<file path="src/verilog/sequencer_pkg.sv">
// constants and types shared by the four-channel sample sequencer
package sequencer_pkg;
   localparam int          DATA_W          = 12;
   localparam int          CHANNELS        = 4;
   localparam int          BITS            = 12;
   localparam logic [1:0]  LEAD_TICKS      = 2'h2;
   localparam logic [4:0]  PHASE_LAST      = 5'h12;
   localparam logic [6:0]  SEQ_TICKS       = 7'h4E;
   localparam logic [11:0] MSB_TRIAL       = 12'h800;
   localparam int          SYS_CLK_HZ      = 10_000_000;
   localparam int          INT_CLK_HZ      = 2_500_000;
   localparam logic [1:0]  CLK_DIV_LAST    = 2'((SYS_CLK_HZ / INT_CLK_HZ) - 1);
   localparam int          MAX_CONV_TIME_NS = 32500;
   localparam int          MAX_CONV_CYCLES = MAX_CONV_TIME_NS * (SYS_CLK_HZ / 1_000_000) / 1000;
   localparam int          CLK_IDLE_CYCLES = 16;
   localparam logic        DONE_N_RESET    = 1'h1;
   localparam logic        START_PIN_RESET = 1'h1;

   typedef enum logic {SAR_IDLE, SAR_RUN} sar_mode_t;

   typedef struct packed {
      sar_mode_t   mode;
      logic [1:0]  lead;
      logic [4:0]  phase;
      logic [1:0]  chan;
      logic [1:0]  store_chan;
      logic [11:0] code;
      logic [6:0]  tick_cnt;
      logic        store;
      logic        done;
      logic [11:0] result;
   } sar_state_t;

   typedef struct packed {
      logic             cs1, cs2, rd1, rd2;
      logic             st1, st2, st3;
      logic             ck1, ck2, ck3;
      logic             cmp1, cmp2;
      logic [1:0]       div;
      logic [7:0]       idle_cnt;
      logic             hold;
      logic [1:0]       ptr;
      logic             done_n;
      logic             rd_act;
      logic [11:0]      data;
      logic [3:0][11:0] results;
   } seq_state_t;
endpackage

</file>
<file path="src/verilog/sar_engine.sv">
// successive approximation engine that walks the four held channels
`timescale 1ns/10ps
`default_nettype none
module sar_engine (
   input  wire logic        clk_i,
   input  wire logic        rst_n_i,
   input  wire logic        tick_i,
   input  wire logic        start_i,
   input  wire logic        comp_i,
   output logic             busy_o,
   output logic [1:0]       chan_o,
   output logic [11:0]      dac_o,
   output logic             store_o,
   output logic [1:0]       store_chan_o,
   output logic [11:0]      result_o,
   output logic             done_o
);
   sequencer_pkg::sar_state_t s;
   sequencer_pkg::sar_state_t next_s;
   logic [3:0] bit_idx;

   // one conversion tick: lead-in, then 19 phases per channel
   always_comb begin
      next_s = s;
      bit_idx = 4'(sequencer_pkg::BITS - int'(s.phase));
      next_s.store = 1'b0;
      next_s.done = 1'b0;
      unique case (s.mode)
         sequencer_pkg::SAR_IDLE: begin
            if (start_i) begin
               next_s.mode = sequencer_pkg::SAR_RUN;
               next_s.lead = '0;
               next_s.phase = '0;
               next_s.chan = '0;
               next_s.tick_cnt = '0;
            end
         end
         sequencer_pkg::SAR_RUN: begin
            if (tick_i) begin
               // two lead ticks plus 19 a channel, 78 in all
               next_s.tick_cnt = s.tick_cnt + 7'h1;
               if (s.lead != sequencer_pkg::LEAD_TICKS) begin
                  next_s.lead = s.lead + 2'h1;   // internal reset time before channel 1
               end else begin
                  if (s.phase == 5'h0) begin
                     next_s.code = sequencer_pkg::MSB_TRIAL;
                  end else if (int'(s.phase) <= sequencer_pkg::BITS) begin
                     // keep the trial bit only when the input sits above the dac
                     if (!comp_i) begin
                        next_s.code[bit_idx] = 1'b0;
                     end
                     if (bit_idx != 4'h0) begin
                        next_s.code[bit_idx - 4'h1] = 1'b1;
                     end
                  end
                  if (s.phase == sequencer_pkg::PHASE_LAST) begin
                     next_s.store = 1'b1;
                     next_s.store_chan = s.chan;
                     // two's complement: offset binary with msb inverted
                     next_s.result = {~s.code[11], s.code[10:0]};
                     next_s.phase = '0;
                     if (s.chan == 2'(sequencer_pkg::CHANNELS - 1)) begin
                        next_s.mode = sequencer_pkg::SAR_IDLE;
                        next_s.done = 1'b1;
                     end else begin
                        next_s.chan = s.chan + 2'h1;
                     end
                  end else begin
                     next_s.phase = s.phase + 5'h1;
                  end
               end
            end
         end
      endcase
   end

   // state register
   always_ff @(posedge clk_i) begin
      if (!rst_n_i) begin
         s <= '0;
      end else begin
         s <= next_s;
      end
   end

   assign busy_o       = (s.mode == sequencer_pkg::SAR_RUN);
   assign chan_o       = s.chan;
   assign dac_o        = s.code;
   assign store_o      = s.store;
   assign store_chan_o = s.store_chan;
   assign result_o     = s.result;
   assign done_o       = s.done;
endmodule // sar_engine
`default_nettype wire

</file>
<file path="src/verilog/four_channel_sample_sequencer.sv">
// control logic of the four-channel simultaneous-sampling converter
`timescale 1ns/10ps
`default_nettype none
module four_channel_sample_sequencer #(
   parameter int CLK_IDLE_CYCLES = sequencer_pkg::CLK_IDLE_CYCLES
) (
   input  wire logic        SYS_CLK_I,
   input  wire logic        RST_N_I,
   input  wire logic        CONVERT_START_N_I,
   input  wire logic        CS_N_I,
   input  wire logic        RD_N_I,
   input  wire logic        EXT_CLK_I,
   input  wire logic        COMPARATOR_I,
   output logic             HOLD_O,
   output logic [1:0]       CHANNEL_SEL_O,
   output logic [11:0]      DAC_CODE_O,
   output logic             DONE_N_O,
   output logic [11:0]      RESULT_BUS_O,
   output logic             RESULT_BUS_OE_N_O
);
   localparam int MAX_WAIT = sequencer_pkg::MAX_CONV_CYCLES;
   localparam logic [7:0] IDLE_LIMIT = 8'(CLK_IDLE_CYCLES);

   sequencer_pkg::seq_state_t s;
   sequencer_pkg::seq_state_t next_s;

   logic        start_edge;
   logic        ext_edge;
   logic        int_mode;
   logic        tick;
   logic        sel;
   logic        read_start;
   logic        read_end;
   logic        busy;
   logic        store;
   logic [1:0]  store_chan;
   logic [11:0] result;
   logic        seq_done;
   logic [11:0] cur_word;

   // edges are taken from the second and third stages only
   assign start_edge = s.st2 && !s.st3;
   assign ext_edge   = s.ck2 && !s.ck3;
   // a clock pin with no edges for a while means internal oscillator
   assign int_mode   = (s.idle_cnt == IDLE_LIMIT);
   // one tick per source edge, four cycles apart at 2.5 MHz
   assign tick       = int_mode ? (s.div == sequencer_pkg::CLK_DIV_LAST) : ext_edge;
   assign sel        = s.cs2 && s.rd2;
   assign read_start = sel && !s.rd_act;
   assign read_end   = !sel && s.rd_act;
   // the only read path from a result register is the read pointer
   assign cur_word   = s.results[s.ptr];

   sar_engine u_sar (
      .clk_i        (SYS_CLK_I),
      .rst_n_i      (RST_N_I),
      .tick_i       (tick),
      .start_i      (start_edge && !busy),
      .comp_i       (s.cmp2),
      .busy_o       (busy),
      .chan_o       (CHANNEL_SEL_O),
      .dac_o        (DAC_CODE_O),
      .store_o      (store),
      .store_chan_o (store_chan),
      .result_o     (result),
      .done_o       (seq_done)
   );

   // next state of synchronisers, clock source, hold, pointer and read path
   always_comb begin
      next_s = s;
      next_s.cs1 = !CS_N_I;
      next_s.cs2 = s.cs1;
      next_s.rd1 = !RD_N_I;
      next_s.rd2 = s.rd1;
      next_s.st1 = CONVERT_START_N_I;
      next_s.st2 = s.st1;
      next_s.st3 = s.st2;
      next_s.ck1 = EXT_CLK_I;
      next_s.ck2 = s.ck1;
      next_s.ck3 = s.ck2;
      next_s.cmp1 = COMPARATOR_I;
      next_s.cmp2 = s.cmp1;
      // internal oscillator is a divider enable, never a second clock
      next_s.div = (s.div == sequencer_pkg::CLK_DIV_LAST) ? 2'h0 : s.div + 2'h1;
      if (ext_edge) begin
         next_s.idle_cnt = '0;
      end else if (!int_mode) begin
         next_s.idle_cnt = s.idle_cnt + 8'h1;
      end
      // a start while busy is not taken; the running sequence goes on
      // all track/holds go to hold on the start edge
      if (start_edge && !busy) begin
         next_s.hold = 1'b1;
      end else if (seq_done) begin
         next_s.hold = 1'b0;
      end
      // result lands in its channel's register
      if (store) begin
         next_s.results[store_chan] = result;
      end
      // start edge rewinds the pointer, even mid-sequence
      if (start_edge) begin
         next_s.ptr = '0;
      end else if (read_end) begin
         // each finished read moves to the next word
         next_s.ptr = s.ptr + 2'h1;
      end
      // word under the pointer is latched as the read begins
      next_s.rd_act = sel;
      if (read_start) begin
         next_s.data = cur_word;
      end
      // done goes low with the fourth store; set wins over release
      if (seq_done) begin
         next_s.done_n = 1'b0;
      end else if (read_start && s.ptr == 2'h0) begin
         // first read releases the done flag
         next_s.done_n = 1'b1;
      end
   end

   // state register; start pin sync resets high so release is no edge
   always_ff @(posedge SYS_CLK_I) begin
      if (!RST_N_I) begin
         s <= '0;
         s.st1 <= sequencer_pkg::START_PIN_RESET;
         s.st2 <= sequencer_pkg::START_PIN_RESET;
         s.st3 <= sequencer_pkg::START_PIN_RESET;
         s.done_n <= sequencer_pkg::DONE_N_RESET;
      end else begin
         s <= next_s;
      end
   end

   assign HOLD_O            = s.hold;
   assign DONE_N_O          = s.done_n;
   assign RESULT_BUS_O      = s.data;
   // bus enabled only while select and read are both held
   assign RESULT_BUS_OE_N_O = !s.rd_act;

   // helper: cycles since the accepted start edge
   logic [9:0] wait_cnt;
   always_ff @(posedge SYS_CLK_I) begin
      if (!RST_N_I || (start_edge && !busy)) begin
         wait_cnt <= '0;
      end else if (busy && wait_cnt != 10'h3FF) begin
         wait_cnt <= wait_cnt + 10'h1;
      end
   end
endmodule // four_channel_sample_sequencer
`default_nettype wire

</file>
<file path="config.mk">
export PLATFORM = sky130hd
export DESIGN_NAME = four_channel_sample_sequencer
export DESIGN_NICKNAME = d
export VERILOG_FILES = /design/src/verilog/sequencer_pkg.sv /design/src/verilog/sar_engine.sv /design/src/verilog/four_channel_sample_sequencer.sv
export SDC_FILE = /design/constraint.sdc
export NUM_CORES = 1
export LEC_CHECK = 0
export BUFFER_PORTS_ARGS = -buffer_cell sky130_fd_sc_hd__clkbuf_2
export CAP_MARGIN = 20
export CORE_MARGIN = 5
export CORE_UTILIZATION = 30
export DETAILED_ROUTE_END_ITERATION = 10
export GPL_TIMING_DRIVEN = 0
export PLACE_DENSITY = 0.53
export SYNTH_ARGS = -nofsm -noshare
export SYNTH_HDL_FRONTEND = slang
export SYNTH_SLANG_ARGS = --single-unit
</file>
<file path="constraint.sdc">
create_clock -name SYS_CLK_I -period 4 [get_ports SYS_CLK_I]
set_clock_uncertainty 0.15 [all_clocks]
set_input_delay 0 -clock SYS_CLK_I [delete_from_list [all_inputs] [get_ports SYS_CLK_I]]
set_output_delay 0 -clock SYS_CLK_I [all_outputs]
set_load 0.03 [all_outputs]
</file>
==> flow_metrics.env <==
export IMPL_finalSetupViolCount=0
export IMPL_ys_seq_area_share_pct=44.2
export IMPL_grt_pass1_wl_mm=23.3
export IMPL_run_status="finished clean"
export IMPL_cp_end_kind="flop"
export IMPL_clk_pin_slew_worst_paths_ps=50
export IMPL_synth_edf_count=0
export IMPL_ir_drop_v=0.000295
export IMPL_synth_flop_cell="dfxtp_1"
export IMPL_root_buffer="clkbuf_16"
export IMPL_power_frac_comb_pct=2.6
export IMPL_cts_setup_buffers=0
export IMPL_ctsHoldBuffers=6
export IMPL_drive_gt1_share_pct=16.5
export IMPL_slew_violations=0
export IMPL_arrival_ps=3270
export IMPL_max_cap_violations=0
export IMPL_slew_headroom_pct=44.1
export IMPL_cp_max_fo=10
export IMPL_final_util_pct=36.0
export IMPL_drtIter0Drc=288
export IMPL_drt_wirelength_per_cell_um=15.1
export IMPL_wirelength_mm=14.3
export IMPL_swShare_pct=21.5
export IMPL_synthArstFlopShare_pct=0
export IMPL_fmax_mhz=321
export IMPL_final_net_count=721
export IMPL_drc=0
export IMPL_cpPeakStageDelay_ps=420
export IMPL_dr_wl_met2_mm=6.83
export IMPL_core_region_area_um2=18600
export IMPL_fp_dieW_um=147
export IMPL_syn_to_final_growth_pct=18.4
export IMPL_top_layer="met4"
export IMPL_viasPerCell=4.76
export IMPL_cts_htree_levels=4
export IMPL_numCtsBuffers=17
export IMPL_syn_area_um2=5660
export IMPL_grt_max_degree=17
export IMPL_cts_resized=0
export IMPL_worstPathRequired_ps=4160
export IMPL_rsz0062_at_grt="false"
export IMPL_design_area_um2=6700
export IMPL_hpwlAfterDp_mm=10.3
export IMPL_placed_area_um2=6130
export IMPL_clk_latency_ps=410
export IMPL_period_share_pct=77.8
export IMPL_postSynthAreaPerCell_um2=8.85
export IMPL_ant_nets=0
export IMPL_port_buffer_count=35
export IMPL_grt_antenna_before_repair=0
export IMPL_period_needed_ps=3110
export IMPL_synth_cell_types=58
export IMPL_setup_worst_path_class="reg -> reg"
export IMPL_ys_ff_latch=125
export IMPL_globalplace_congestion=0.792
export IMPL_p_seq_share_pct=47.3
export IMPL_wl_met3_um=473
export IMPL_std_cell_rows=50
export IMPL_grtUsageTotal_pct=13.5
export IMPL_die_area_um2=21700
export IMPL_power_switching_w=0.000575
export IMPL_p_leak_nw=2.54
export IMPL_drt_met1_wl_mm=6.74
export IMPL_die_h_um=147
export IMPL_io_pins=36
export IMPL_worstPathCellList="clkbuf_1 -> inv_1 -> ha_1 -> nand2b_1 -> a31o_1 -> a211oi_1 -> xnor2_1 -> o41ai_1"
export IMPL_first_pass_iters=4
export IMPL_hold_class="in -> reg"
export IMPL_cts_tree="done"
export IMPL_fillers=1962
export IMPL_grt_ovfl_total=0
export IMPL_worst_pin_slew_ps=839
export IMPL_yosys_warnings=0
export IMPL_cts_buffer_depth=2
export IMPL_first_global_vias=4313
export IMPL_vias=4499
export IMPL_diodes=0
export IMPL_slowest_stage="dfxtp_1"
export IMPL_finalSetupTns_ps=0
export IMPL_clock_power_share_pct=50.1
export IMPL_syn_num_nets=661
export IMPL_cts_sinks=125
export IMPL_p_per_area_nw_per_um2=399
export IMPL_initial_utilization_pct=30.4
export IMPL_syn_inst=640
export IMPL_hold_viol=0
export IMPL_cp_start_kind="flop"
export IMPL_intPower_w=0.00210
[critical path, delay by kind of cell (launching register included)]
family                   cells  cell delay, ps
AO/OA/AOI/OAI                3            1030
XOR/XNOR                     1             300
flip-flops                   1             420
adder cells (fa/ha/maj)      1             400
AND/OR/NAND/NOR              1             190
buffers and inverters        2             520
[routing by layer]
metal | track usage [%] | vias up
li1 | - | 2306
met1 | 17.2 | 2111
met2 | 22.5 | 65
met3 | 3.13 | 17
met4 | 4.47 | 0
met5 | 0 | -
[cells in the final DEF (no fill, tap or decap), types with 4 or more instances in the layout]
cell / n
o32ai_1: 4
a21oi_1: 58
xor2_1: 9
nor3b_1: 5
clkbuf_16: 17
and2_1: 11
buf_4: 26
o41ai_1: 6
o32a_1: 6
buf_2: 5
o21ai_0: 12
nor2_1: 51
nand3b_1: 4
clkbuf_1: 34
ha_1: 14
dlygate4sd3_1: 6
clkbuf_2: 35
nand2b_1: 14
dfxtp_1: 125
nand2_1: 126
and3_1: 6
inv_1: 10
mux4_2: 12
mux2i_1: 27
nand3_1: 21
xnor2_1: 4
nor3_1: 4
[Yosys cell counts, types with 5 or more instances]
cell type	number	share of area [%]
a21oi_1	58	5.1
and2_1	11	1.2
and3_1	6	0.66
buf_2	5	0.44
buf_4	26	3.4
clkbuf_1	29	1.9
dfxtp_1	125	44
ha_1	14	3.1
inv_1	10	0.66
mux2i_1	27	4.8
mux4_2	12	4.8
nand2_1	126	8.4
nand2b_1	14	1.5
nand3_1	21	1.9
nor2_1	51	3.4
nor3b_1	5	0.66
o21ai_0	12	1.1
o32a_1	6	1.1
o41ai_1	6	0.93
xor2_1	9	1.4
[cell families after synthesis]
logic type / count (synthesis) / synth area share, %
adder cells (fa/ha/maj): 14 / 3.09
multiplexers: 41 / 9.94
XOR/XNOR: 13 / 2.01
flip-flops: 125 / 44.2
AND/OR/NAND/NOR: 261 / 21.3
AO/OA/AOI/OAI: 113 / 12.8
buffers and inverters: 73 / 6.67
[state kept, by name, summed over array words and instances, names as in the netlist]
| register | flops |
|---|---|
| u_sar.busy_o | 1 |
| u_sar.done_o | 1 |
| u_sar.dac_o | 12 |
| u_sar.s | 7 |
| u_sar.store_o | 1 |
| HOLD_O | 1 |
| next_s | 7 |
| u_sar.result_o | 12 |
| u_sar.chan_o | 2 |
| s | 66 |
| RESULT_BUS_O | 12 |
| u_sar.store_chan_o | 2 |
| DONE_N_O | 1 |
[final timing paths]
check | from | slack (ps) | to | cells after the start
worst max register to register | u_sar.s[37] | 890 | u_sar.dac_o[9] | 8
worst min register to register | next_s[81] | 260 | next_s[80] | 1
worst min-delay path | CS_N_I | 130 | next_s[85] | 3
worst max-delay path | u_sar.s[37] | 890 | u_sar.dac_o[9] | 8
[cell type report]
class                   count  area (um^2)  share of cell area (%)
plain buffers              61          333                    4.97
multi-input cells         442         2780                    41.5
flip-flops and latches    125         2500                    37.3
clock buffers              24          472                    7.04
well taps                 234          293                    4.37
clock inverters             6         40.0                   0.597
repair buffers             41          235                    3.51
inverters                  12         45.0                   0.672
[power by group through the flow]
stage	sequential, W	clock [W]	combinational, W
after floorplan	0.00129	0	0.0000416
after global placement	0.00129	0	0.0000643
after detailed placement	0.00129	0	0.0000655
after CTS	0.00126	0.00137	0.0000700
after global routing	0.00126	0.00142	0.0000765
final	0.00126	0.00134	0.0000682
[metrics by stage]
stage          total power [W]  hold slack, ps  setup WS, ps  cells
2_1_floorplan          0.00133           -83.3          1430    640
3_3_place_gp           0.00135            5.09           856    909
3_5_place_dp           0.00136            7.99           856    909
4_1_cts                0.00271             123           841    945
5_1_grt                0.00277             122           556    945
6_report               0.00267             126           886    945
Note: power is estimated with default switching activity, not from simulation.
